==> src/core/irap_pkg.sv <==
/*
  shared constants and carrier types for the i2c register access port.
  assumes a single system clock domain; bus pins are sampled asynchronously.
*/
package irap_pkg;

  // ****************************************************************
  // bus addresses
  // ****************************************************************
  localparam logic [6:0] OWN_ADDR       = 7'h5a;  // fixed peripheral address (0xb4 write, 0xb5 read)
  localparam logic [6:0] BCAST_ADDR     = 7'h58;  // shared broadcast address

  // ****************************************************************
  // register map access, synchroniser and bit counting
  // ****************************************************************
  localparam int         REG_AW         = 8;      // register pointer width
  localparam int         REG_DW         = 8;      // register data width
  localparam logic [7:0] PTR_RESET      = 8'h00;  // pointer after reset
  localparam int         SYNC_STAGES    = 2;      // input synchroniser depth
  localparam int         BIT_CNT_W      = 4;      // bit counter width
  localparam logic [3:0] BITS_PER_BYTE  = 4'h8;   // bits before the acknowledge slot

  // ****************************************************************
  // types
  // ****************************************************************
  // write request toward the register file
  typedef struct packed {
    logic             valid;  // one-cycle strobe
    logic             bcast;  // came in on the broadcast address
    logic [REG_AW-1:0] addr;
    logic [REG_DW-1:0] data;
  } irap_wr_t;

  // read request toward the register file
  typedef struct packed {
    logic             valid;  // one-cycle strobe
    logic [REG_AW-1:0] addr;
  } irap_rd_t;

  // protocol phase
  typedef enum logic [2:0] {
    ST_IDLE,
    ST_ADDR,
    ST_ADDR_ACK,
    ST_REG,
    ST_REG_ACK,
    ST_WDATA,
    ST_WDATA_ACK,
    ST_RDATA
  } irap_state_t;

endpackage : irap_pkg

==> src/core/irap_port.sv <==
/*
  i2c peripheral port giving a bus controller read and write access to the
  device register space, with optional broadcast address.
  assumes scl and sda arrive unsynchronised from pins with pull-ups, and that
  the register file answers a read request with data on the following cycle.
*/
// Behaviour
// - answer own seven-bit address, both directions
// - also answer broadcast address when enabled
// - broadcast trigger write reaches all drivers together
// - serve accesses in standby and active states
// - bits shift msb first, one per clock
// - receiver acknowledges after every byte
// - sda changes only while scl low
// - acknowledge holds sda low whole period
// - no limit on bytes per transfer
// - every register single or multi byte
// - read returns bytes while controller acknowledges
// - register byte sets target, data increments
// - acknowledge matching address before register byte
// - acknowledge register byte before data
// - acknowledge each received write data byte
// - read uses register write, repeated start
// - zero trigger write forces standby state
`timescale 1ns/100ps
module irap_port #(
  parameter int AW = irap_pkg::REG_AW  // register pointer width
) (
  input  wire logic                clk_i,           // system clock, 50 mhz
  input  wire logic                rst_i,           // asynchronous reset, active high
  input  wire logic                scl_i,           // bus clock pin level
  input  wire logic                sda_i,           // bus data pin level
  output logic                     sda_o,           // data drive value (always low when enabled)
  output logic                     sda_oe_o,        // high while the port pulls sda
  input  wire logic                broadcast_respond_enable_i, // answer broadcast address too
  output irap_pkg::irap_wr_t       wr_o,            // register write strobe
  output irap_pkg::irap_rd_t       rd_o,            // register read strobe
  input  wire logic [irap_pkg::REG_DW-1:0] rd_data_i, // read data, one cycle after rd_o
  output logic                     busy_o           // addressed transfer in progress
);

  // ****************************************************************
  // elaboration checks
  // ****************************************************************
  if (AW != irap_pkg::REG_AW) begin : g_aw_chk
    $error("irap_port: register pointer must be one byte wide");
  end

  // ****************************************************************
  // pin synchronisers and edge detection
  // ****************************************************************
  logic [irap_pkg::SYNC_STAGES-1:0] scl_sync_reg;  // scl synchroniser chain
  logic [irap_pkg::SYNC_STAGES-1:0] sda_sync_reg;  // sda synchroniser chain
  logic                             scl_d_reg;     // delayed synced scl
  logic                             sda_d_reg;     // delayed synced sda
  logic                             scl_s;         // synced scl
  logic                             sda_s;         // synced sda
  logic                             scl_rise;      // scl rising edge
  logic                             scl_fall;      // scl falling edge
  logic                             start_det;     // start or repeated start
  logic                             stop_det;      // stop condition

  // two flip-flops before any logic reads the pins
  // reset to the idle high level so no false edge follows reset
  always_ff @(posedge clk_i or posedge rst_i) begin
    if (rst_i) begin
      scl_sync_reg <= '1;
      sda_sync_reg <= '1;
    end else begin
      scl_sync_reg <= {scl_sync_reg[0], scl_i};
      sda_sync_reg <= {sda_sync_reg[0], sda_i};
    end
  end

  assign scl_s = scl_sync_reg[1];
  assign sda_s = sda_sync_reg[1];

  // one-cycle history for edge detection
  always_ff @(posedge clk_i or posedge rst_i) begin
    if (rst_i) begin
      scl_d_reg <= 1'b1;
      sda_d_reg <= 1'b1;
    end else begin
      scl_d_reg <= scl_s;
      sda_d_reg <= sda_s;
    end
  end

  // start and stop are told apart from data by sda moving while scl is high
  assign scl_rise  = scl_s & ~scl_d_reg;
  assign scl_fall  = ~scl_s & scl_d_reg;
  assign start_det = scl_s & scl_d_reg & sda_d_reg & ~sda_s;
  assign stop_det  = scl_s & scl_d_reg & ~sda_d_reg & sda_s;

  // ****************************************************************
  // protocol state
  // ****************************************************************
  irap_pkg::irap_state_t              state_reg;     // current phase
  logic [irap_pkg::BIT_CNT_W-1:0]     bit_cnt_reg;   // bits taken in this byte
  logic [7:0]                         shift_reg;     // receive / transmit shifter
  logic [AW-1:0]                      ptr_reg;       // register pointer
  logic                               rnw_reg;       // current address direction
  logic                               bcast_reg;     // addressed via broadcast
  logic                               mack_reg;      // controller ack seen on read
  logic                               load_pend_reg; // read data due from register file
  logic                               addr_hit;      // received address matches
  logic                               byte_done;     // eighth bit sampled

  // address match against own and enabled broadcast address
  function automatic logic addr_match(input logic [6:0] a, input logic bc_en);
    addr_match = (a == irap_pkg::OWN_ADDR) | (bc_en & (a == irap_pkg::BCAST_ADDR));
  endfunction : addr_match

  // at the eighth bit the shifter holds only the seven address bits, in its low end,
  // while the direction bit stands on the synced pin
  assign addr_hit  = addr_match(shift_reg[6:0], broadcast_respond_enable_i);
  assign byte_done = scl_rise & (bit_cnt_reg == irap_pkg::BITS_PER_BYTE - 4'h1);

  // bit counter: counts sampled bits within each byte, cleared on ack slot
  // it runs in idle too, but every start clears it before the next byte counts
  always_ff @(posedge clk_i or posedge rst_i) begin
    if (rst_i) begin
      bit_cnt_reg <= '0;
    end else if (start_det || stop_det) begin
      bit_cnt_reg <= '0;
    end else if (scl_rise) begin
      if (bit_cnt_reg == irap_pkg::BITS_PER_BYTE) begin
        bit_cnt_reg <= '0;  // ack slot sampled
      end else begin
        bit_cnt_reg <= bit_cnt_reg + 4'h1;
      end
    end
  end

  // phase sequencing; no byte count limit anywhere
  always_ff @(posedge clk_i or posedge rst_i) begin
    if (rst_i) begin
      state_reg <= irap_pkg::ST_IDLE;
    end else if (stop_det) begin
      state_reg <= irap_pkg::ST_IDLE;
    end else if (start_det) begin
      state_reg <= irap_pkg::ST_ADDR;       // repeated start also ends write
    end else begin
      unique case (state_reg)
        irap_pkg::ST_IDLE: begin
          state_reg <= irap_pkg::ST_IDLE;
        end
        irap_pkg::ST_ADDR: begin
          if (byte_done) begin
            // unmatched address: drop out and stay released
            state_reg <= addr_hit ? irap_pkg::ST_ADDR_ACK : irap_pkg::ST_IDLE;
          end
        end
        irap_pkg::ST_ADDR_ACK: begin
          // leave on the scl fall that closes the acknowledge slot
          if (scl_fall && bit_cnt_reg == 4'h0) begin
            state_reg <= rnw_reg ? irap_pkg::ST_RDATA : irap_pkg::ST_REG;
          end
        end
        irap_pkg::ST_REG: begin
          if (byte_done) begin
            state_reg <= irap_pkg::ST_REG_ACK;
          end
        end
        irap_pkg::ST_REG_ACK: begin
          if (scl_fall && bit_cnt_reg == 4'h0) begin
            state_reg <= irap_pkg::ST_WDATA;
          end
        end
        irap_pkg::ST_WDATA: begin
          if (byte_done) begin
            state_reg <= irap_pkg::ST_WDATA_ACK;
          end
        end
        irap_pkg::ST_WDATA_ACK: begin
          if (scl_fall && bit_cnt_reg == 4'h0) begin
            state_reg <= irap_pkg::ST_WDATA;
          end
        end
        irap_pkg::ST_RDATA: begin
          // controller not-acknowledge ends our driving
          if (scl_fall && bit_cnt_reg == 4'h0 && !mack_reg) begin
            state_reg <= irap_pkg::ST_IDLE;
          end
        end
      endcase
    end
  end

  // a read byte is loaded while scl is still high in the acknowledge slot, ahead of its msb
  // receive shifter, msb first, and transmit shifter on read
  always_ff @(posedge clk_i or posedge rst_i) begin
    if (rst_i) begin
      shift_reg <= '0;
    end else if (load_pend_reg) begin
      shift_reg <= rd_data_i;
    end else if (state_reg == irap_pkg::ST_RDATA) begin
      if (scl_fall && bit_cnt_reg != 4'h0 && bit_cnt_reg != irap_pkg::BITS_PER_BYTE) begin
        shift_reg <= {shift_reg[6:0], 1'b0};  // next bit out after low edge
      end
    end else if (scl_rise && bit_cnt_reg != irap_pkg::BITS_PER_BYTE) begin
      shift_reg <= {shift_reg[6:0], sda_s};
    end
  end

  // direction and broadcast flag captured from the address byte
  always_ff @(posedge clk_i or posedge rst_i) begin
    if (rst_i) begin
      rnw_reg   <= 1'b0;
      bcast_reg <= 1'b0;
    end else if (state_reg == irap_pkg::ST_ADDR && byte_done) begin
      rnw_reg   <= sda_s;
      // marks every data write of this frame for the trigger fan-out
      bcast_reg <= (shift_reg[6:0] == irap_pkg::BCAST_ADDR);
    end
  end

  // controller acknowledge sampled in the read ack slot
  // a not-acknowledge leaves it low, which ends the read at the next scl fall
  always_ff @(posedge clk_i or posedge rst_i) begin
    if (rst_i) begin
      mack_reg <= 1'b0;
    end else if (state_reg == irap_pkg::ST_RDATA && scl_rise && bit_cnt_reg == irap_pkg::BITS_PER_BYTE) begin
      mack_reg <= ~sda_s;
    end
  end

  // ****************************************************************
  // register pointer and register file strobes
  // ****************************************************************
  logic rd_go;  // fetch next read byte

  // fetch on the rising edge of the acknowledge slot, so the byte sits in the shifter before
  // scl falls again; a short scl low time leaves no room to fetch after the fall.
  // the first byte follows our own address acknowledge, later ones a controller acknowledge
  assign rd_go = scl_rise && (bit_cnt_reg == irap_pkg::BITS_PER_BYTE)
               && ((state_reg == irap_pkg::ST_ADDR_ACK && rnw_reg)
                   || (state_reg == irap_pkg::ST_RDATA && !sda_s));

  // pointer: set by register byte, advances after each data byte
  always_ff @(posedge clk_i or posedge rst_i) begin
    if (rst_i) begin
      ptr_reg <= irap_pkg::PTR_RESET;
    end else if (state_reg == irap_pkg::ST_REG && byte_done) begin
      ptr_reg <= {shift_reg[6:0], sda_s};
    end else if ((state_reg == irap_pkg::ST_WDATA && byte_done) || rd_go) begin
      ptr_reg <= ptr_reg + 8'h01;
    end
  end

  // write strobe per data byte, independent of standby or active
  always_ff @(posedge clk_i or posedge rst_i) begin
    if (rst_i) begin
      wr_o <= '0;
    end else begin
      wr_o.valid <= (state_reg == irap_pkg::ST_WDATA) && byte_done;
      wr_o.bcast <= bcast_reg;
      wr_o.addr  <= ptr_reg;
      wr_o.data  <= {shift_reg[6:0], sda_s};
    end
  end

  // read strobe per byte, data loaded into the shifter two cycles later
  always_ff @(posedge clk_i or posedge rst_i) begin
    if (rst_i) begin
      rd_o          <= '0;
      load_pend_reg <= 1'b0;
    end else begin
      rd_o.valid    <= rd_go;
      rd_o.addr     <= ptr_reg;
      load_pend_reg <= rd_o.valid;
    end
  end

  // ****************************************************************
  // sda drive
  // ****************************************************************
  logic drive_next;  // next output enable

  // pull sda for ack slots and read zeros, changes follow scl low
  // apart from the release on a start or stop, the drive moves only on a detected scl fall, so those changes land inside scl low
  // even with the synchroniser lag; in between the last value simply holds
  always_comb begin
    drive_next = sda_oe_o;
    if (start_det || stop_det) begin
      drive_next = 1'b0;                               // a frame edge always releases
    end else if (scl_fall) begin
      unique case (state_reg)
        irap_pkg::ST_ADDR_ACK: begin
          // acknowledge the address, then on a read put out the first msb
          drive_next = (bit_cnt_reg == irap_pkg::BITS_PER_BYTE)
                     | ((bit_cnt_reg == 4'h0) & rnw_reg & ~shift_reg[7]);
        end
        irap_pkg::ST_REG_ACK:   drive_next = (bit_cnt_reg == irap_pkg::BITS_PER_BYTE);
        irap_pkg::ST_WDATA_ACK: drive_next = (bit_cnt_reg == irap_pkg::BITS_PER_BYTE);
        irap_pkg::ST_RDATA: begin
          if (bit_cnt_reg == irap_pkg::BITS_PER_BYTE) begin
            drive_next = 1'b0;                         // release for the controller acknowledge
          end else if (bit_cnt_reg == 4'h0) begin
            drive_next = mack_reg & ~shift_reg[7];     // msb of the byte just fetched
          end else begin
            drive_next = ~shift_reg[6];                // bit the shifter moves up at this fall
          end
        end
        default:                drive_next = 1'b0;
      endcase
    end
  end

  // registered open-drain drive
  always_ff @(posedge clk_i or posedge rst_i) begin
    if (rst_i) begin
      sda_oe_o <= 1'b0;
    end else begin
      sda_oe_o <= drive_next;
    end
  end

  // drive value is always low
  always_ff @(posedge clk_i or posedge rst_i) begin
    if (rst_i) begin
      sda_o <= 1'b0;
    end else begin
      sda_o <= 1'b0;
    end
  end

  // busy when addressed
  // the address phase itself does not count, so foreign frames never raise it
  always_ff @(posedge clk_i or posedge rst_i) begin
    if (rst_i) begin
      busy_o <= 1'b0;
    end else begin
      busy_o <= (state_reg != irap_pkg::ST_IDLE) && (state_reg != irap_pkg::ST_ADDR);
    end
  end

endmodule : irap_port

==> config.mk <==
export PLATFORM = sky130hd
export DESIGN_NAME = irap_port
export DESIGN_NICKNAME = d
export VERILOG_FILES = /design/src/core/irap_pkg.sv /design/src/core/irap_port.sv
export SDC_FILE = /design/constraint.sdc
export NUM_CORES = 1
export LEC_CHECK = 0
export ABC_AREA = 1
export BUFFER_PORTS_ARGS = -buffer_cell sky130_fd_sc_hd__buf_2
export CORE_AREA = 2 2 52 102
export CTS_CLUSTER_SIZE = 25
export DETAILED_ROUTE_END_ITERATION = 10
export DIE_AREA = 0 0 54 104
export PLACE_DENSITY = 0.72
export SLEW_MARGIN = 40
export SYNTH_ARGS = -nofsm -noshare
export SYNTH_HDL_FRONTEND = slang
export SYNTH_SLANG_ARGS = --single-unit
==> constraint.sdc <==
create_clock -name clk_i -period 2.2 [get_ports clk_i]
set_clock_uncertainty 0.15 [all_clocks]
set_input_delay 0.66 -clock clk_i [delete_from_list [all_inputs] [get_ports clk_i]]
set_output_delay 0.66 -clock clk_i [all_outputs]
set_load 0.05 [all_outputs]
Yosys cells after proc, flatten, opt, wreduce, memory -nomap -nowiden
Cells that the tools add are included.

word-level totals
  register bits after elaboration = 54
  bits in latches = 0
  RAM bits = 0
  bits in read-only memories = 0
  output and inout port bits = 30
  memories kept = 0

operators by class
  add/subtract/negate cells = 2
  multipliers = 0
  divide/modulo/power cells = 0
  $lt $le $gt $ge = 0
  equal/unequal tests = 20
  shift operators = 0
  multiplexer cells = 25
  bitwise logic cells = 20
  reductions and logical operators = 31

operators by type and width
  kind                   number
  $mux W8                6
  $mux W3                9
  $ne A4 B4 Y1 const B   6
  $pmux W3 S7            1
  $logic_and A1 B1 Y1    15
  $eq A7 B7 Y1 const B   2
  $and A1 B1 Y1          12
  $eq A3 B3 Y1 const B   4
  $mux W4                3
  $add A8 B1 Y8 const B  1
  $eq A3 B2 Y1 const B   2
  $not A1 Y1             6
  $reduce_and A6 Y1      1
  $reduce_bool A2 Y1     3
  $reduce_bool A3 Y1     2
  $add A4 B1 Y4 const B  1
  $eq A4 B3 Y1 const B   1
  $eq A4 B4 Y1 const B   1
  $logic_not A4 Y1       1
  $mux W1                4
  $ne A4 B1 Y1 const B   1
  $reduce_bool A4 Y1     1
  $eq A3 B1 Y1 const B   1
  $logic_not A3 Y1       1
  9 further kinds        13

Depth between registers and ports, before layout
Gate-level depths: netlist of run 1.

  depth in word-level cells = 8
  gate-level depth with buffers = 10
  mapped depth without buffers = 9

Worst setup path before layout of run 1
Ideal clock, no wire load.

  kind = reg2out
  start point = reg rd_o[2] (netlist name)
  end point = out wr_o[10] (netlist name)
  data arrival time = 0.886 ns
  required time = 1.390 ns
  path slack = 0.504 ns
  cell stages (with the launch flop) = 2
  cell sequence = dfrtp_1 buf_4

RTL lines
  what       RTL line         text
  to (decl)  irap_port.sv:36  output irap_pkg::irap_wr_t wr_o,

Worst setup path after layout of run 1
  start point = reg bit_cnt_reg[0] (netlist name)
  end point = reg ptr_reg[2]

between the ends
  cells in the longest elaborated chain, start to end = 5
  elaborated cells between the ends (all ways) = 10

ends and longest elaborated chain
  what                                                         RTL line                            text
  from (decl)                                                  irap_port.sv:99                     logic [irap_pkg::BIT_CNT_W-1:0] bit_cnt_reg;
  from (signal assigned)                                       irap_port.sv:130                    bit_cnt_reg <= bit_cnt_reg + 4'h1;
  $eq A4 B3 Y1 / $eq A4 B4 Y1 (equally long branches)          irap_port.sv:117, irap_port.sv:236
  $and A1 B1 Y1 / $logic_and A1 B1 Y1 (equally long branches)  irap_port.sv:117, irap_port.sv:236
  $logic_and A1 B1 Y1, on equally long branches                irap_port.sv:246, irap_port.sv:237
  $logic_or A1 B1 Y1                                           irap_port.sv:246                    end else if ((state_reg == irap_pkg::ST_WDATA && byte_done) || rd_go) begin
  $reduce_bool A2 Y1 (no line)                                 --
  to (signal assigned)                                         irap_port.sv:243                    ptr_reg <= irap_pkg::PTR_RESET;
  to (signal assigned)                                         irap_port.sv:245                    ptr_reg <= {shift_reg[6:0], sda_s};
  to (signal assigned)                                         irap_port.sv:247                    ptr_reg <= ptr_reg + 8'h01;
  to (decl)                                                    irap_port.sv:101                    logic [AW-1:0] ptr_reg;

Parallel ways exist; a longest one is shown, timed or not.
A chain may end at the register's enable or synchronous reset.

==> results of run 1 <==
cell usage in the layout (no fill, tap or decap), types with 2 or more instances in the layout:
cell type / synthesis / layout
clkbuf_8: 0 / 5
dfrtp_1: 48 / 48
nor2_2: 3 / 3
dfstp_2: 6 / 6
nand2_1: 91 / 91
inv_1: 30 / 29
o21ai_0: 17 / 17
nand3_2: 3 / 3
nand2_2: 3 / 3
inv_2: 1 / 2
nand3_1: 25 / 25
inv_4: 2 / 2
o21bai_1: 2 / 2
nor2_1: 20 / 20
a21oi_1: 3 / 3
ha_1: 3 / 3
o21ai_2: 10 / 10
buf_2: 0 / 41
nor3_1: 2 / 2
metrics by stage:
| step | cell area (sq um) | utilization | hold slack (ns) |
|---|---|---|---|
| finish | 2870 | 0.589 | 0.212 |
| global route | 2870 | 0.589 | 0.219 |
| CTS | 2870 | 0.589 | 0.215 |
| detailed placement | 2780 | 0.570 | 0.200 |
| global placement | 2780 | 0.570 | 0.200 |
| floorplan | 2600 | - | 0.195 |
routing by layer:
metal  part of all wire  GRT usage  wire length (microns)  up-vias
met5                  0          0                      0        -
met4              0.043      0.116                    226        0
met3              0.025     0.0302                    131       19
met2               0.57      0.403                   3010       49
met1               0.36      0.218                   1900      981
li1                   -          -                      -      996
power groups by stage:
stage / combinational (W) / clock [W] / sequential (W)
2_1_floorplan: 0.000578 / 0 / 0.00156
3_3_place_gp: 0.000973 / 0 / 0.00135
3_5_place_dp: 0.000987 / 0 / 0.00136
4_1_cts: 0.000989 / 0.000568 / 0.00134
5_1_grt: 0.00109 / 0.000611 / 0.00137
6_report: 0.000985 / 0.000551 / 0.00134
cell families (layout without fill, tap and decap cells):
logic type | count (synthesis) | count (layout) | synth area share
simple gates | 153 | 153 | 0.265
flops | 54 | 54 | 0.523
buf+inv | 47 | 83 | 0.0949
compound gates | 38 | 38 | 0.0940
fa+ha+maj | 3 | 3 | 0.0145
xor+xnor | 2 | 2 | 0.00675
other cells | 1 | 1 | 0.00144
worst max path at each step:
stage,end,cells after the start
after global routing,ptr_reg[6]$_DFFE_PP0P_,9
after floorplan,bcast_reg$_DFFE_PP0P_,1
after CTS,ptr_reg[2]$_DFFE_PP0P_,8
after detailed placement,ptr_reg[2]$_DFFE_PP0P_,9
final,ptr_reg[2]$_DFFE_PP0P_,9
after global placement,bit_cnt_reg[2]$_DFFE_PP0P_,6
area by class of cell:
class | instances | area, sq um | share of cell area
clock buffers | 5 | 68.8 | 0.0240
clock inverters | 3 | 21.3 | 0.00742
inverters | 33 | 129 | 0.0450
multi-input cells | 197 | 991 | 0.346
flip-flops and latches | 54 | 1360 | 0.474
well taps | 57 | 71.3 | 0.0249
repair buffers | 42 | 225 | 0.0786
==> impl_metrics.toml, run 1 <==
[timing]
finalSetupTns_ns = 0
min_period_over_period = 0.837
finalSetupViolCount = 0
slew_viol_final = 0
relSlewSlack = 0.661
hold_viol_final = 0
rsz0062_at_grt = "no"
min_period_ns = 1.84
fin_ws_ns = 0.358
fmax_mhz = 543
worst_slew_pin_slew_ns = 0.508

[power]
p_seq_frac = 0.466
p_comb_frac = 0.342
power.density_mw_per_mm2 = 1000
clkPwrFrac = 0.192
power_w = 0.00288
switching_share = 0.417
switchingPower_w = 0.00120
power_leakage_nw = 1.53
internal_power_w = 0.00168
ir_drop_mv = 0.568

[floorplanning]
rows = 36
start_util = 0.534
die_h_microns = 104
die_w_microns = 54
core_area_sq_mm = 0.00486
die_area_sq_mm = 0.00562
ios = 43

[synth]
yosys_warnings = 0
synth_cell_type_count = 36
syn_area_per_cell_sq_um = 8.71
synth_edf_count = 0
ys_ff_latch = 54
synth.yosys.seq_area_share = 0.523
syn_inst = 298
syn-num-nets = 314
synth_common_cells = "nand2_1 (91), dfrtp_1 (48), inv_1 (30)"
ys.flop_type = "dfrtp_1"
synthArstFlopShare = 1.00
yosysTopAreaCell = "dfrtp_1"
netlist_area_sq_mm = 0.00260
yosysMostFrequentCell = "nand2_1"
synth_top_area_frac = 0.463
ys_top_cells_by_area = "dfrtp_1 (46%), nand2_1 (13%), dfstp_2 (6.1%)"

[critical_path]
r2r-start = "bit_cnt_reg[0]$_DFFE_PP0P_"
cp_slowest_cell = "dfrtp_1"
crit_path_cell_trace = "inv_1 > ha_1 > nand3_2 > nor2_2 > nand2_1 > nand3_4 > inv_4 > nand2_1 > nand2_1"
crit_buf_inv = 2
r2r_cells = 9
critPathMaxStageDelay_ns = 0.43
crit_path_start_kind = "register"
crit_path_end_kind = "register"
crit_arrival_ns = 1.90
path_class = "register to register"
r2r_setup_slack_ns = 0.36
required_ns = 2.26
crit_family = "simple AND/OR/NAND/NOR gates"
crit_fanout = 10
reg2reg_to = "ptr_reg[2]$_DFFE_PP0P_"
cpMostUsedCell = "nand2_1"
crit_path_start = "bit_cnt_reg[0]$_DFFE_PP0P_"

[cells_and_area]
final_nets = 349
area_growth_pct = 10.4
fillCellCount = 456
largest_register_ffs = 10
fin_cells = 391
antenna_cells = 0
reg_top3 = "wr_o x10, rd_o x9"
largest_register = "wr_o"
drive_above_1_share = 0.249

[clocking]
ctsLongestPathBuffers = 2
hold_buffers = 0
clk_transition_reported_paths_ns = 0.10
insertion_delay_ns = 0.31
clockRootBuffer = "clkbuf_8"
h-tree-depth = 2
cts_resized = 0
clock_sinks = 54
cts_made_buffers = 5
cts_tree = "built"
post_cts_buffers = 0

[grt]
grt_pass1_vias = 2096
grt_util_all_layers = 0.219
grt_pass1_wl_microns = 9080
antenna_found_initial = 0
grt.overflow.total = 0
grt_max_degree = 55

[placement]
hpwl_microns = 4000
dp_slack_ns = 0.378
place_congestion = 0.954
dp.cells = 383
port_buffers = 41

[route]
antenna_left = 0
routed_wl_microns = 5270
avgViaCountPerCell = 5.23
vias = 2045
drt_iter0_drc = 62
dr.pass1.iters = 4
post-route-drc-count = 0
wl_per_cell_microns = 13.5

[outcome]
status = "complete, no violations"

[worst_hold_path]
hold_class = "register to register"
min_from = "sda_sync_reg[0]$_DFF_PP1_"
min_delay_path_depth = 0
whs_endpoint = "sda_sync_reg[1]$_DFF_PP1_"

[job]
maxCapViolCount = 0
Power figures use the tool's default switching activity.
==> run 2, diff against run 1 <==
--- a/config.mk
+++ b/config.mk
@@ -5,7 +5,7 @@
 export SDC_FILE = /design/constraint.sdc
 export NUM_CORES = 1
 export LEC_CHECK = 0
-export ABC_AREA = 1
+export ABC_AREA = 0
 export BUFFER_PORTS_ARGS = -buffer_cell sky130_fd_sc_hd__buf_2
 export CORE_AREA = 2 2 52 102
 export CTS_CLUSTER_SIZE = 25
==> constraint.sdc (replaced) <==
create_clock -name clk_i -period 1.9 [get_ports clk_i]
set_clock_uncertainty 0.15 [all_clocks]
set_input_delay 0.57 -clock clk_i [delete_from_list [all_inputs] [get_ports clk_i]]
set_output_delay 0.57 -clock clk_i [all_outputs]
set_load 0.05 [all_outputs]
==> run 2 against run 1 <==
Compared with the run above: the flow now finishes with violations (setup timing); clock power grew 69%; combinational power is 17% higher; non-clock buffer count rose by 52; final cell count is 5.9% lower; worst hold slack worse by 0.14 ns; fmax is 10% lower; die area unchanged; wire length increased by 30%.
==> impl_metrics.toml, run 2 <==
[outcome]
status = "finished, violations left"
failed_checks = "setup timing"

[route]
drt_iter0_drc = 54
post-route-drc-count = 0
wl_met3_microns = 235
avgViaCountPerCell = 5.91
met1Wirelength_microns = 2330
wl_met2_microns = 3860
dr.pass1.iters = 4
wl_per_cell_microns = 18.6
vias = 2176
antenna_left = 0
routed.top_layer = "met4"
routed_wl_microns = 6860

[critical_path]
crit_fanout = 6
r2r-start = "state_reg[2]$_DFFE_PP0P_"
cp_slowest_cell = "dfrtp_1"
crit_path_start = "state_reg[2]$_DFFE_PP0P_"
crit_path_start_kind = "register"
crit_arrival_ns = 2.10
r2r_setup_slack_ns = -0.15
crit_path_cell_trace = "or3b_1 > a211o_1 > buf_6 > a21oi_4 > mux2_4"
path_class = "register to register"
critPathMaxStageDelay_ns = 0.44
required_ns = 1.95
crit_path_end_kind = "register"
r2r_cells = 5
reg2reg_to = "ptr_reg[1]$_DFFE_PP0P_"

[job]
maxCapViolCount = 0

[clocking]
ctsLongestPathBuffers = 2
clk_transition_reported_paths_ns = 0.10
clockRootBuffer = "clkbuf_8"
hold_buffers = 0
cts_made_buffers = 5
insertion_delay_ns = 0.31
h-tree-depth = 2
cts_tree = "built"
clock_sinks = 54

[synth]
synth_common_cells = "dfrtp_1 (48), nand2_1 (18), buf_4 (10), mux2_1 (10)"
yosysMostFrequentCell = "dfrtp_1"
synthArstFlopShare = 1.00
syn-num-nets = 244
netlist_area_sq_mm = 0.00256
ys_top_cells_by_area = "dfrtp_1 (47%), dfstp_2 (6.1%), mux2_1 (4.4%)"
synth_top_area_frac = 0.468
syn_inst = 228
ys.flop_type = "dfrtp_1"
yosys_warnings = 0
synth_edf_count = 0
synth_cell_type_count = 56
ys_ff_latch = 54
yosysTopAreaCell = "dfrtp_1"
synth.yosys.seq_area_share = 0.530
syn_area_per_cell_sq_um = 11.2

[timing]
min_period_over_period = 1.08
hold_viol_final = 0
finalSetupTns_ns = -1.32
rsz0062_at_grt = "yes"
fin_ws_ns = -0.148
fmax_mhz = 488
min_period_ns = 2.05
finalSetupViolCount = 16
worst_slew_pin_slew_ns = 0.500
slew_viol_final = 0
relSlewSlack = 0.667

[cells_and_area]
area_growth_pct = 36.6
register_area_sq_mm = 0.00136
reg_top3 = "wr_o x10, rd_o x9"
drive_above_1_share = 0.482
multiInputGateArea_sq_mm = 0.00124
largest_register_ffs = 10
antenna_cells = 0
layout_common_cells = "dfrtp_1 (48), buf_4 (45), buf_2 (41)"
final_common_cell = "dfrtp_1"
fillCellCount = 341
final_nets = 326
largest_register = "wr_o"
fin_cells = 368

[placement]
dp_slack_ns = -0.158
port_buffers = 41
hpwl_microns = 4830
place_congestion = 0.894
dp.cells = 350

[floorplanning]
die_w_microns = 54
ios = 43
die_h_microns = 104
start_util = 0.527
die_area_sq_mm = 0.00562
rows = 36
core_area_sq_mm = 0.00486

[grt]
grt.overflow.total = 0
grt_max_degree = 24
grt_pass1_vias = 2221
antenna_found_initial = 0
grt_pass1_wl_microns = 10400
grt_util_all_layers = 0.254

[power]
ir_drop_mv = 0.930
power.density_mw_per_mm2 = 1030
power_leakage_nw = 1.65

[worst_hold_path]
hold_class = "input port to asynchronous set/reset pin"
## run 2: layout make-up
class / count / share of cell area
Sequential cell: 54 / 0.388
Multi-Input combinational cell: 147 / 0.353
Timing Repair Buffer: 94 / 0.188
Clock buffer: 6 / 0.0236
Tap cell: 57 / 0.0203
Clock inverter: 2 / 0.0171
Inverter: 8 / 0.00964
## run 2: worst max path at each step
stage	slack [ns]	cells after the start	endpoint
floorplan	-0.13	5	ptr_reg[0]$_DFFE_PP0P_
global placement	-0.12	5	ptr_reg[1]$_DFFE_PP0P_
detailed placement	-0.16	6	ptr_reg[6]$_DFFE_PP0P_
CTS	-0.11	5	ptr_reg[1]$_DFFE_PP0P_
global route	-0.19	6	ptr_reg[4]$_DFFE_PP0P_
finish	-0.15	5	ptr_reg[1]$_DFFE_PP0P_
## run 2: metrics by stage
step                      area [sq um]  utilization  hold WS (ns)  power [W]
after floorplan                   2590            -         0.195    0.00226
after global placement            3090        0.636         0.195    0.00255
after detailed placement          3090        0.636         0.197    0.00257
after CTS                         3360        0.691        0.0755    0.00354
after global routing              3500        0.720        0.0874    0.00379
final                             3500        0.720        0.0721    0.00362
## run 2: power by group
| part | leakage (nW) | internal (W) | switching (W) |
|---|---|---|---|
| Clock | 0.0714 | 0.000562 | 0.000371 |
| Combinational | 0.905 | 0.000425 | 0.000721 |
| Sequential | 0.678 | 0.00136 | 0.000183 |
## run 2: logic make-up after synthesis
logic type | count (synthesis) | share of synthesized area
AO/OA/AOI/OAI | 47 | 0.138
XOR/XNOR | 1 | 0.00342
adder cells (fa/ha/maj) | 3 | 0.0146
buffers and inverters | 28 | 0.0605
flip-flops | 54 | 0.530
multiplexers | 26 | 0.110
other | 1 | 0.00146
AND/OR/NAND/NOR | 68 | 0.143
## run 2: per-layer routing
layer	GRT usage	vias to the layer above
met5	0	-
li1	-	984
met2	0.438	77
met1	0.253	1081
met4	0.180	0
met3	0.0431	34
## run 2: repair_timing
action,CTS,global route
resized for setup,12,29
cloned,1,0
setup buffers,7,6
hold endpoints to repair,0,0
pin swaps,6,8
setup endpoints to repair,19,21
## run 2: critical path, delay by kind of cell, from the launching register on
kind	cells	cell delay, ns
AOI/OAI and AO/OA	2	0.49
buffers and inverters	1	0.17
DFF	1	0.44
muxes	1	0.31
and+or+nand+nor	1	0.37
